<file path="src/common/pa_pkg.sv">
// pulse accumulator package: register indices, field positions, reset values, state record
// assumes a 32-bit apb slave where each register takes one word at byte address 4*index
package pa_pkg;

  // register indices; byte address is four times the index
  localparam logic [5:0] IDX_TIMER_SYS = 6'h06;
  localparam logic [5:0] IDX_CONTROL   = 6'h20;
  localparam logic [5:0] IDX_FLAGS     = 6'h21;
  localparam logic [5:0] IDX_CNT_HIGH  = 6'h22;
  localparam logic [5:0] IDX_CNT_LOW   = 6'h23;
  localparam logic [5:0] IDX_CNT_WORD  = 6'h24;

  // accum_control fields
  localparam int CTL_ENABLE  = 6;
  localparam int CTL_MODE    = 5;
  localparam int CTL_EDGE    = 4;
  localparam int CTL_CLK_HI  = 3;
  localparam int CTL_CLK_LO  = 2;
  localparam int CTL_OVF_IE  = 1;
  localparam int CTL_IN_IE   = 0;

  // accum_flags fields
  localparam int FLG_OVF     = 1;
  localparam int FLG_IN      = 0;

  // timer_system_control fields
  localparam int TSC_TEN     = 7;
  localparam int TSC_FFC     = 4;

  // clock select encodings
  localparam logic [1:0] CLK_PRESCALER = 2'h0;
  localparam logic [1:0] CLK_ACCUM     = 2'h1;
  localparam logic [1:0] CLK_ACCUM_256 = 2'h2;
  localparam logic [1:0] CLK_ACCUM_64K = 2'h3;

  // reset values and timing
  localparam logic [6:0]  CONTROL_RST = 7'h00;
  localparam logic [1:0]  FLAGS_RST   = 2'h0;
  localparam logic [15:0] COUNT_RST   = 16'h0000;
  localparam logic [15:0] COUNT_MAX   = 16'hFFFF;
  localparam logic [5:0]  DIV64_LAST  = 6'h3F;
  localparam logic [7:0]  DIV256_LAST = 8'hFF;

  typedef struct packed {
    logic        sync1;
    logic        sync2;
    logic        prev;
    logic [6:0]  ctl;
    logic [1:0]  flags;
    logic [15:0] cnt;
    logic        timer_enable;
    logic        ffc;
    logic [5:0]  presc;
    logic [15:0] clkdiv;
    logic [31:0] rdata;
    logic        slverr;
    logic        irq_ovf;
    logic        irq_in;
    logic        tclk;
  } pa_state_type;

endpackage

</file>
<file path="src/pa_accum.sv">
// pulse accumulator: 16-bit event counter / gated time accumulator with apb registers
// assumes a synchronous apb master on REF_CLK and an asynchronous channel 7 pin
//
// The APB register port was left to the implementer.
`timescale 1ns/10ps
module pa_accum (
  // clock and reset
  input  wire logic        REF_CLK,
  input  wire logic        SYS_RST,
  // apb slave
  input  wire logic        PSEL,
  input  wire logic        PENABLE,
  input  wire logic        PWRITE,
  input  wire logic [7:0]  PADDR,
  input  wire logic [31:0] PWDATA,
  output logic      [31:0] PRDATA,
  output logic             PREADY,
  output logic             PSLVERR,
  // channel 7 pin and timer prescaler
  input  wire logic        CH7_PIN,
  input  wire logic        PRESCALER_TICK,
  // timer counter clock enable and interrupts
  output logic             TCNT_CLK_EN,
  output logic             PA_OVF_IRQ,
  output logic             PA_IN_IRQ
);

  ////////////////////////////////////////////////////////////////////////////////
  pa_pkg::pa_state_type s_ff;
  pa_pkg::pa_state_type nxt_s;

  logic       en;
  logic       mode;
  logic       pol;
  logic       rise;
  logic       fall;
  logic       hit;
  logic       div_tick;
  logic       gate;
  logic       inc;
  logic       access;
  logic       wr;
  logic [5:0] idx;
  logic [1:0] clr;
  logic [1:0] set;
  logic       cnt_wr;
  logic       cnt_touch;

  function automatic logic mapped(input logic [5:0] i);
    mapped = (i == pa_pkg::IDX_TIMER_SYS) || (i == pa_pkg::IDX_CONTROL) ||
             (i == pa_pkg::IDX_FLAGS) || (i == pa_pkg::IDX_CNT_HIGH) ||
             (i == pa_pkg::IDX_CNT_LOW) || (i == pa_pkg::IDX_CNT_WORD);
  endfunction

  function automatic logic is_count(input logic [5:0] i);
    is_count = (i == pa_pkg::IDX_CNT_HIGH) || (i == pa_pkg::IDX_CNT_LOW) ||
               (i == pa_pkg::IDX_CNT_WORD);
  endfunction

  ////////////////////////////////////////////////////////////////////////////////
  always_comb begin
    nxt_s = s_ff;

    // pin crossing: only the second and third stages feed logic
    nxt_s.sync1 = CH7_PIN;
    nxt_s.sync2 = s_ff.sync1;
    nxt_s.prev  = s_ff.sync2;

    en   = s_ff.ctl[pa_pkg::CTL_ENABLE];
    mode = s_ff.ctl[pa_pkg::CTL_MODE];
    pol  = s_ff.ctl[pa_pkg::CTL_EDGE];
    rise = s_ff.sync2 & ~s_ff.prev;
    fall = ~s_ff.sync2 & s_ff.prev;

    // selected edge is the counted edge in event mode and the trailing gate edge in gated mode
    hit = en & (pol ? rise : fall);

    // divide-by-64 of REF_CLK, which stops while the timer is off
    div_tick    = s_ff.timer_enable & (s_ff.presc == pa_pkg::DIV64_LAST);
    nxt_s.presc = s_ff.timer_enable ? s_ff.presc + 6'h01 : 6'h00;

    gate = en & mode & (s_ff.sync2 != pol);
    inc  = en & (mode ? (gate & div_tick) : hit);

    // apb decode; a zero-wait slave, so every access completes at its first access cycle
    access = PSEL & PENABLE;
    wr     = access & PWRITE;
    idx    = PADDR[7:2];

    // counting; a software write in the same cycle overrides the increment in the bytes it writes
    set = 2'h0;
    if (inc) begin
      nxt_s.cnt = s_ff.cnt + 16'h0001;
    end
    cnt_wr = wr & is_count(idx) & (PADDR[1:0] == 2'h0);
    if (cnt_wr) begin
      if (idx == pa_pkg::IDX_CNT_HIGH) begin
        nxt_s.cnt[15:8] = PWDATA[7:0];
      end else if (idx == pa_pkg::IDX_CNT_LOW) begin
        nxt_s.cnt[7:0] = PWDATA[7:0];
      end else begin
        nxt_s.cnt = PWDATA[15:0];
      end
    end
    if (inc && !cnt_wr && s_ff.cnt == pa_pkg::COUNT_MAX) begin
      set[pa_pkg::FLG_OVF] = 1'b1;
    end
    if (hit) begin
      set[pa_pkg::FLG_IN] = 1'b1;
    end

    // flag clearing; a set in the same cycle wins
    clr = 2'h0;
    if (wr && idx == pa_pkg::IDX_FLAGS && PADDR[1:0] == 2'h0) begin
      clr = PWDATA[1:0];
    end
    cnt_touch = access & is_count(idx) & (PADDR[1:0] == 2'h0);
    if (cnt_touch && s_ff.ffc) begin
      clr = 2'h3;
    end
    nxt_s.flags = (s_ff.flags & ~clr) | set;

    // control writes
    if (wr && PADDR[1:0] == 2'h0) begin
      if (idx == pa_pkg::IDX_CONTROL) begin
        nxt_s.ctl = PWDATA[6:0];
      end
      if (idx == pa_pkg::IDX_TIMER_SYS) begin
        nxt_s.timer_enable = PWDATA[pa_pkg::TSC_TEN];
        nxt_s.ffc = PWDATA[pa_pkg::TSC_FFC];
      end
    end

    // read data is captured in the setup cycle; a count edge landing in between is not seen
    if (PSEL && !PENABLE) begin
      nxt_s.slverr = !mapped(idx) || (PADDR[1:0] != 2'h0);
      nxt_s.rdata  = 32'h0000_0000;
      case (idx)
        pa_pkg::IDX_TIMER_SYS: begin
          nxt_s.rdata[pa_pkg::TSC_TEN] = s_ff.timer_enable;
          nxt_s.rdata[pa_pkg::TSC_FFC] = s_ff.ffc;
        end
        pa_pkg::IDX_CONTROL:  nxt_s.rdata[6:0]  = s_ff.ctl;
        pa_pkg::IDX_FLAGS:    nxt_s.rdata[1:0]  = s_ff.flags;
        pa_pkg::IDX_CNT_HIGH: nxt_s.rdata[7:0]  = s_ff.cnt[15:8];
        pa_pkg::IDX_CNT_LOW:  nxt_s.rdata[7:0]  = s_ff.cnt[7:0];
        pa_pkg::IDX_CNT_WORD: nxt_s.rdata[15:0] = s_ff.cnt;
        default:              nxt_s.rdata       = 32'h0000_0000;
      endcase
      if (PADDR[1:0] != 2'h0) begin
        nxt_s.rdata = 32'h0000_0000;
      end
    end

    // accumulator clock divider for the /256 and /65536 timer clocks
    if (inc) begin
      nxt_s.clkdiv = s_ff.clkdiv + 16'h0001;
    end

    // timer counter clock, switched from the live select bits with no resync
    if (!en) begin
      nxt_s.tclk = PRESCALER_TICK;
    end else begin
      case (s_ff.ctl[pa_pkg::CTL_CLK_HI:pa_pkg::CTL_CLK_LO])
        pa_pkg::CLK_PRESCALER: nxt_s.tclk = PRESCALER_TICK;
        pa_pkg::CLK_ACCUM:     nxt_s.tclk = inc;
        pa_pkg::CLK_ACCUM_256: nxt_s.tclk = inc & (s_ff.clkdiv[7:0] == pa_pkg::DIV256_LAST);
        pa_pkg::CLK_ACCUM_64K: nxt_s.tclk = inc & (s_ff.clkdiv == pa_pkg::COUNT_MAX);
        default:               nxt_s.tclk = PRESCALER_TICK;
      endcase
    end

    // interrupt requests, one per source
    nxt_s.irq_ovf = nxt_s.flags[pa_pkg::FLG_OVF] & nxt_s.ctl[pa_pkg::CTL_OVF_IE];
    nxt_s.irq_in  = nxt_s.flags[pa_pkg::FLG_IN] & nxt_s.ctl[pa_pkg::CTL_IN_IE];
  end

  ////////////////////////////////////////////////////////////////////////////////
  always_ff @(posedge REF_CLK) begin
    if (SYS_RST) begin
      s_ff        <= '0;
      s_ff.ctl    <= pa_pkg::CONTROL_RST;
      s_ff.flags  <= pa_pkg::FLAGS_RST;
      s_ff.cnt    <= pa_pkg::COUNT_RST;
    end else begin
      s_ff <= nxt_s;
    end
  end

  ////////////////////////////////////////////////////////////////////////////////
  assign PRDATA      = s_ff.rdata;
  assign PSLVERR     = s_ff.slverr & PSEL & PENABLE;
  assign PREADY      = PSEL & PENABLE;
  assign TCNT_CLK_EN = s_ff.tclk;
  assign PA_OVF_IRQ  = s_ff.irq_ovf;
  assign PA_IN_IRQ   = s_ff.irq_in;

endmodule

</file>
<file path="config.mk">
export PLATFORM = sky130hd
export DESIGN_NAME = pa_accum
export DESIGN_NICKNAME = d
export VERILOG_FILES = /design/src/common/pa_pkg.sv /design/src/pa_accum.sv
export SDC_FILE = /design/constraint.sdc
export NUM_CORES = 1
export LEC_CHECK = 0
export BUFFER_PORTS_ARGS = -buffer_cell sky130_fd_sc_hd__buf_2
export CORE_MARGIN = 4
export CORE_UTILIZATION = 46
export DETAILED_ROUTE_END_ITERATION = 6
export PLACE_DENSITY = 0.67
export SLEW_MARGIN = 20
export SYNTH_ARGS = -nofsm -noshare
export SYNTH_HDL_FRONTEND = slang
export SYNTH_SLANG_ARGS = --single-unit
export TNS_END_PERCENT = 20
</file>
<file path="constraint.sdc">
create_clock -name REF_CLK -period 2.1 [get_ports REF_CLK]
set_input_delay 0.21 -clock REF_CLK [delete_from_list [all_inputs] [get_ports REF_CLK]]
set_output_delay 0.21 -clock REF_CLK [all_outputs]
set_load 0.05 [all_outputs]
</file>
# ---- Word-level counts from Yosys, hierarchy flattened
# Cells that the tools add are included.
dict set report classes {
  magnitude_cmp 0
  n_addsub 3
  n_reduce_logical 25
  eq_ne 14
  bitwise_logic 26
  n_div 0
  muxes 22
  n_shift 0
  mul 0
}
# op n
set op_table {}
lappend op_table {{$mux 16} 3}
lappend op_table {{$eq 6x6->1 const B} 6}
lappend op_table {{$add 16x1->16 const B} 2}
lappend op_table {{$eq 16x16->1 const B} 2}
lappend op_table {{$mux 8} 4}
lappend op_table {{$and 1x1->1} 20}
lappend op_table {{$pmux 2 s3} 2}
lappend op_table {{$eq 8x8->1 const B} 1}
lappend op_table {{$logic_or 1x1->1} 8}
lappend op_table {{$mux 2} 4}
lappend op_table {{$pmux 1 s4} 2}
lappend op_table {{$pmux 2 s4} 1}
lappend op_table {{$logic_and 1x1->1} 7}
lappend op_table {{$add 6x1->6 const B} 1}
lappend op_table {{$eq 6x3->1 const B} 1}
lappend op_table {{$mux 1} 5}
lappend op_table {{$eq 2x2->1 const B} 2}
lappend op_table {{$logic_not 2->1} 2}
lappend op_table {{$reduce_and 2->1} 2}
lappend op_table {{$reduce_or 2->1} 2}
lappend op_table {{$logic_not 1->1} 3}
lappend op_table {{$not 1->1} 3}
lappend op_table {{$pmux 1 s3} 1}
lappend op_table {{$and 2x2->2} 1}
lappend op_table {{5 further kinds} 5}
dict set report word_totals {
  reg_bits 88
  latchBits 0
  romBits 0
  out_inout_bits 37
  elab_cells 106
  inputBits 47
  mem_bits_rw 0
  n_memories 0
}

# ---- Longest topological paths before layout
# Gate-level depths: netlist of the first run.
dict set report logic_depth {
  word_depth 11
  mapped_depth 8
  ltp_nobuf 6
}

# ---- Least setup slack after synthesis of the first run
# OpenSTA, ideal clock, no wires.
dict set report synth_timing {
  path_kind {reg-to-reg}
  startpoint {register s_ff[52] (netlist name)}
  endpoint {register s_ff[65] (netlist name)}
  required_ns 2.009
  arrival_ns 1.728
  path_stages_with_launch 7
  path_slack_ns 0.281
  cell_sequence {dfxtp_1 -> ha_1 -> nand2_1 -> nor4_4 -> nor2_2 -> or3_1 -> a311oi_1}
}
dict set report synth_via {
  elab_chain_cells 8
}
# element line
set synth_rtl {}
lappend synth_rtl {{start: declaration} pa_accum.sv:29} ;# pa_pkg::pa_state_type s_ff;
lappend synth_rtl {{start signal: assignment} pa_accum.sv:186} ;# s_ff <= nxt_s;
lappend synth_rtl {{$eq 6x6->1 *} pa_accum.sv:79} ;# div_tick = s_ff.timer_enable & (s_ff.presc == pa_pkg::DIV64_LAST);
lappend synth_rtl {{$and 1x1->1 *} pa_accum.sv:79}
lappend synth_rtl {{$and 1x1->1 *} pa_accum.sv:83} ;# inc = en & (mode ? (gate & div_tick) : hit);
lappend synth_rtl {{$mux 1 *} pa_accum.sv:83}
lappend synth_rtl {{$and 1x1->1 *} pa_accum.sv:83}
lappend synth_rtl {{$mux 16 *} pa_accum.sv:92} ;# if (inc) begin
lappend synth_rtl {{$mux 8} pa_accum.sv:97} ;# if (idx == pa_pkg::IDX_CNT_HIGH) begin
lappend synth_rtl {{$mux 16 *} pa_accum.sv:96} ;# if (cnt_wr) begin
# Every way passes the cells marked *; elsewhere a longest branch is shown, timed or not.
# A chain may end at the register's enable or synchronous reset.

# ---- Worst setup path after layout of the first run
dict set report layout_timing {
  startpoint {register s_ff, in the netlist en}
  endpoint {register s_ff[65] (netlist name)}
}
dict set report layout_via {
  elab_chain_cells 8
  word_cells_on_any_way 9
}
# element line
set layout_rtl {}
lappend layout_rtl {{$and 1x1->1 (2 in a row)} pa_accum.sv:82} ;# gate = en & mode & (s_ff.sync2 != pol);
lappend layout_rtl {{$and 1x1->1} pa_accum.sv:83}
lappend layout_rtl {{$mux 1} pa_accum.sv:83}
lappend layout_rtl {{$and 1x1->1 *} pa_accum.sv:83}
lappend layout_rtl {{$mux 16 *} pa_accum.sv:92}
lappend layout_rtl {{$mux 8} pa_accum.sv:97}
lappend layout_rtl {{$mux 16 *} pa_accum.sv:96}
# Marked as above.

==> qor.yml, run 1 <==
outcome:
  status: "finished, final reports clean"
logic_synthesis:
  avgSynthCellArea_um2: 8.55
  syn_area_mm2: 0.00376
  syn_inst: 440
  ys_seq_area_share_pct: 38.3
  yosysWarnings: 0
  synth-seq-cells: 72
  synthFlopType: "dfxtp_1"
  synth-edff-count: 0
  synthArstFlopShare_pct: 0
  synth_cell_types: 55
sta:
  finalCritPeriodShare_pct: 96.7
  skew_ns: 0.0168
  fin_crit_ns: 2.03
  rsz0062_at_grt: "no"
  fin_setup_tns_ns: 0
  max_freq_ghz: 0.492
  slew_violations: 0
  hold_viol_final: 0
  setup_violations: 0
  worst_hold_slack_ns: 0.0587
  fin_ws_ns: 0.0684
  maxSlewHeadroom_pct: 61.4
  worst_pin_slew_ns: 0.578
critical_path:
  r2r_cells: 6
  setup.worst_path.start_class: "register"
  path_class: "reg2reg"
  crit_arrival_ns: 2.29
  crit_path_end_kind: "register"
  path_max_fanout: 28
  required_ns: 2.36
job:
  cap_violations: 0
place:
  post-place-ws_ns: 0.0920
  gp_congestion: 0.981
  port_buffers: 51
  hpwl_mm: 6.98
grt:
  grt_pass1_wl_mm: 15.5
  first_global_vias: 3106
  grt_usage_pct: 19.7
  grt_antenna_before_repair: 0
  overflow: 0
  grt_max_degree: 54
cts:
  root_buffer: "clkbuf_8"
  cts_resized: 0
  postCtsSetupBuffers: 0
  cts_max_level: 3
  cts_hold_buf: 0
  clk_latency_ns: 0.36
  cts_tree: "done"
  cts_buffers: 9
  cts_sinks: 72
  clock_path_buffers: 2
  clk_pin_slew_worst_paths_ns: 0.08
pwr:
  clockPowerShare_pct: 41.7
  power.switching_uw: 727
  p_int_mw: 1.98
  leakagePower_nw: 1.69
  swShare_pct: 26.9
  p_comb_share_pct: 7.6
  power_density_mw_per_mm2: 640
  seq_power_share_pct: 50.7
  max-vdd-ir-drop_v: 0.000379
final_layout:
  antennaDiodeCount: 0
  fillers: 769
  drive_above_1_share_pct: 19.2
  utilization_pct: 53.9
  areaGrowthSynthToFinish_pct: 12.3
  finish.net_count: 529
routing:
  wl_per_cell_um: 16.0
  initialDrtViolationCount: 186
  first_pass_iters: 4
  num_vias: 3324
  antenna_left: 0
  drc: 0
  vias_per_cell: 5.67
  routed_wl_mm: 9.39
floorplan:
  io_pins: 84
  coreArea_mm2: 0.00785
  start_util_pct: 48.0
  die-width_um: 98.5
  row_count: 32
  die_h_um: 98.5
  die_area_mm2: 0.00969
min_path:
  hold_depth: 2
  min_path_type: "in2reg"
==> metrics by stage <==
| stage | power, mW | instance area, µm² | instances |
|---|---|---|---|
| floorplan | 1.56 | 3820 | 455 |
| global placement | 1.61 | 4030 | 570 |
| detailed placement | 1.61 | 4030 | 570 |
| CTS | 2.73 | 4230 | 586 |
| global route | 2.80 | 4230 | 586 |
| finish | 2.70 | 4230 | 586 |
==> area by class of cell <==
type	instances	area (µm²)	share of cell area, %
clock buffers	9	124	2.93
clock inverters	7	78.8	1.86
inverters	8	30.0	0.710
multi-input cells	317	2010	47.5
flip-flops and latches	72	1440	34.1
well taps	102	128	3.02
repair buffers	71	418	9.88
==> state kept, by name, summed over array words and instances, names as in the netlist <==
| signal | flops |
|---|---|
| PA_IN_IRQ | 1 |
| PA_OVF_IRQ | 1 |
| PRDATA | 16 |
| TCNT_CLK_EN | 1 |
| en | 1 |
| mode | 1 |
| nxt_s | 2 |
| pol | 1 |
| s_ff | 48 |
==> final timing paths <==
check / from / end / slack (ns)
setup / recovery: en / s_ff[65] / 0.07
hold / removal: CH7_PIN / nxt_s[86] / 0.06
setup reg to reg: en / s_ff[65] / 0.07
hold reg to reg: nxt_s[86] / nxt_s[85] / 0.44
==> worst max-delay path, cell delays in order (launching register included) <==
cell      delay [ns]
dfxtp_1         0.45
nand4_1         0.18
nor4_4          0.35
buf_12          0.21
nor2_2          0.10
or3_1           0.36
a311oi_1        0.27
==> logic make-up (layout without fill, tap and decap cells) <==
group | Yosys count | in the layout | synth area share [%]
AOI/OAI and AO/OA | 113 | 113 | 21.6
xor gates and xnor gates | 31 | 31 | 7.21
adders and majority gates | 3 | 3 | 0.997
buffers and inverters | 66 | 95 | 9.94
DFF | 72 | 72 | 38.3
muxes | 8 | 8 | 2.13
other | 1 | 16 | 0.0996
and+or+nand+nor | 146 | 146 | 19.7
==> cell usage in the layout (no fill, tap or decap), drive strengths merged, types with 7 or more instances in the layout <==
| cell type | netlist | routed |
|---|---|---|
| conb | 1 | 16 |
| nand2 | 34 | 34 |
| and2 | 8 | 8 |
| o21ai | 15 | 15 |
| o211ai | 13 | 13 |
| a22oi | 21 | 21 |
| o2111ai | 12 | 12 |
| nor2b | 7 | 7 |
| nor2 | 51 | 51 |
| inv | 8 | 10 |
| clkbuf | 21 | 9 |
| xor2 | 29 | 29 |
| mux2i | 8 | 8 |
| a21oi | 14 | 14 |
| and3 | 7 | 7 |
| buf | 37 | 71 |
| dfxtp | 72 | 72 |
| nand4 | 8 | 8 |
==> synthesized netlist by cell type (all sizes together) (3+ instances only) <==
master	count	share of area, %
dfxtp	72	38
nor2	51	5.2
buf	37	7.0
nand2	34	3.4
xor2	29	6.7
a22oi	21	4.2
clkbuf	21	2.1
o21ai	15	2.0
a21oi	14	1.9
o211ai	13	2.6
o2111ai	12	2.8
and2	8	1.3
inv	8	0.80
mux2i	8	2.1
nand4	8	1.3
and3	7	1.2
nor2b	7	1.2
a211oi	6	1.2
nand3	6	0.80
nor3	6	0.80
o22ai	5	0.83
or3	5	0.83
a32o	4	1.1
a22o	3	0.70
ha	3	1.0
==> metal layers <==
metal  up-vias  GRT usage (%)  share of wire [%]
li1       1628              -                  -
met1      1587           26.1                 45
met2        97           32.8                 48
met3        12           4.03                5.4
met4         0           5.67                1.4
met5         -              0                  0
==> power groups by stage <==
stage	clock (mW)	combinational, mW	sequential, mW
finish	1.13	0.206	1.37
global route	1.21	0.223	1.37
CTS	1.15	0.205	1.37
detailed placement	0	0.204	1.40
global placement	0	0.205	1.40
floorplan	0	0.157	1.41
Note: power is estimated with default switching activity, not from simulation.
==> run 2, diff against run 1 <==
Settings changed: BUFFER_PORTS_ARGS -buffer_cell sky130_fd_sc_hd__buf_2 to unset, DONT_BUFFER_PORTS set to 1, PLACE_DENSITY 0.67 to 0.58, SKIP_LAST_GASP set to 1.
==> qor.yml, run 2 (same netlist as run 1, synthesis figures left out) <==
floorplan:
  die_area_mm2: 0.00969  # unchanged
  coreArea_mm2: 0.00785  # unchanged
  io_pins: 84  # unchanged
  start_util_pct: 48.0  # unchanged
  die-width_um: 98.5  # unchanged
  die_h_um: 98.5  # unchanged
  row_count: 32  # unchanged
final_layout:
  largest_register_ffs: 48  # unchanged
  finish.net_count: 485  # -8.3%
  layout_common_cells: "dfxtp_1, nor2_1, nand2_1"
  regMostFlops: "s_ff"
  areaGrowthSynthToFinish_pct: 9.24
  drive_above_1_share_pct: 10.5  # -8.8 points
  antennaDiodeCount: 0  # unchanged
  final_common_cell: "dfxtp_1"
sta:
  worst_pin_slew_ns: 0.582  # +0.00363 ns
  max_freq_ghz: 0.503  # +2.2%
  setup_violations: 0  # unchanged
  skew_ns: 0.00954  # -0.00722 ns
  fin_ws_ns: 0.113  # +0.0443 ns
  slew_violations: 0  # unchanged
  hold_viol_final: 0  # unchanged
  finalCritPeriodShare_pct: 94.6  # -2.1 points
  maxSlewHeadroom_pct: 60.2  # -1.2 points
  fin_crit_ns: 1.99  # -0.0443 ns
  worst_hold_slack_ns: 0.00634  # -0.0524 ns
grt:
  grt_pass1_wl_mm: 15.7  # +1.0%
  grt_antenna_before_repair: 0  # unchanged
  overflow: 0  # unchanged
  first_global_vias: 2982  # -4.0%
  grt_max_degree: 53  # -1.9%
  grt_usage_pct: 20.3  # +0.57 points
critical_path:
  setup.worst_path.start_class: "register"
  path_max_fanout: 12  # -57%
  crit_arrival_ns: 2.25  # -0.04 ns
  crit_path_end_kind: "register"
  required_ns: 2.37  # about the same
  path_class: "reg2reg"
cts:
  clk_pin_slew_worst_paths_ns: 0.08  # about the same
  cts_buffers: 9  # unchanged
  cts_max_level: 3  # unchanged
  root_buffer: "clkbuf_8"
  clock_path_buffers: 2  # unchanged
  clk_latency_ns: 0.36  # about the same
  cts_sinks: 72  # unchanged
  cts_tree: "done"
pwr:
  total_power_mw: 2.79  # +3.2%
  max-vdd-ir-drop_v: 0.000440  # +16%
  leakagePower_nw: 1.51  # -11%
  p_comb_share_pct: 6.0  # -1.6 points
  seq_power_share_pct: 49.3  # -1.4 points
  clockPowerShare_pct: 44.7  # +3.0 points
  swShare_pct: 25.1  # -1.7 points
  power_density_mw_per_mm2: 678  # +6.1%
  power.switching_uw: 701  # -3.5%
  p_int_mw: 2.09  # +5.6%
min_path:
  min_path_type: "in2reg"
routing:
  initialDrtViolationCount: 244  # +31%
  antenna_left: 0  # unchanged
  num_vias: 3195  # -3.9%
  drc: 0  # unchanged
  first_pass_iters: 5  # +1
  vias_per_cell: 5.89  # +3.9%
  routed_wl_mm: 9.96  # +6.0%
  wl_per_cell_um: 18.4  # +15%
outcome:
  status: "finished, final reports clean"
place:
  port_buffers: 0  # -100%
  hpwl_mm: 6.93  # -0.70%
  post-place-ws_ns: 0.139  # +0.0474 ns
  gp_congestion: 0.872  # -11%
job:
  cap_violations: 0  # unchanged
[run 2: cell types whose count changed in the layout (fill, tap and decap cells not counted)]
cell / delta
buf_2: -51
clkinvlp_4: -1
ha_1: -1
buf_4: -1
ha_2: +1
bufinv_16: +1
a311oi_2: +1
a311oi_1: -1
clkbuf_16: +1
buf_12: +2
dlygate4sd3_1: +5
[run 2: per-layer routing]
metal	wire [µm]	track usage (%)	part of all wire, %	vias up
met3	766	5.73	7.7	18
met4	215	7.04	2.2	0
li1	-	-	-	1539
met5	0	0	0	-
met1	4480	27.9	45	1518
met2	4490	30.6	45	120
[run 2: path summary, 6_finish.rpt]
| path | start | endpoint | slack (ns) | depth (start not counted) |
|---|---|---|---|---|
| setup / recovery | s_ff[52] | s_ff[65] | 0.11 | 7 |
| setup reg to reg | s_ff[52] | s_ff[65] | 0.11 | 7 |
| hold reg to reg | nxt_s[86] | nxt_s[85] | 0.44 | 1 |
| hold / removal | PWDATA[4] | pol | 0.006 | 2 |
[run 2: critical path: stages (launching register included)]
cell and delay (ns):
dfxtp_1 0.36, ha_2 0.21, nand2_1 0.09, nor4_4 0.35, buf_12 0.18, nor2_2 0.09
or3_1 0.38, a311oi_2 0.24
[run 2: timing repair]
action / CTS / global route
hold endpoints to repair: 53 / 0
hold buffers: 6 / 0
endpoints found under the setup margin: 0 / 1
buffers inserted: 0 / 3
resized for setup: 0 / 2
[run 2: final cells by class]
type | count | area, µm²
clock buffer | 9 | 124
sequential | 72 | 1440
inverter | 8 | 30.0
clock inverter | 7 | 101
timing repair buffer | 27 | 270
fill | 803 | 3740
tap | 102 | 128
multi-input combinational | 317 | 2020
[run 2: per-stage QoR]
| step | std cells | cell area, µm² | util (%) | TNS [ns] |
|---|---|---|---|---|
| 2_1_floorplan | 455 | 3820 | - | 0 |
| 3_3_place_gp | 516 | 3760 | 47.9 | 0 |
| 3_5_place_dp | 516 | 3760 | 47.9 | 0 |
| 4_1_cts | 538 | 4060 | 51.7 | 0 |
| 5_1_grt | 542 | 4110 | 52.4 | -0.0191 |
| 6_report | 542 | 4110 | 52.4 | 0 |
[run 2: power groups by stage]
stage	Clock, mW	Sequential [mW]	Combinational (mW)
after floorplan	0	1.41	0.157
after global placement	0	1.41	0.136
after detailed placement	0	1.41	0.136
after CTS	1.28	1.37	0.166
after global routing	1.33	1.38	0.178
final	1.25	1.37	0.168
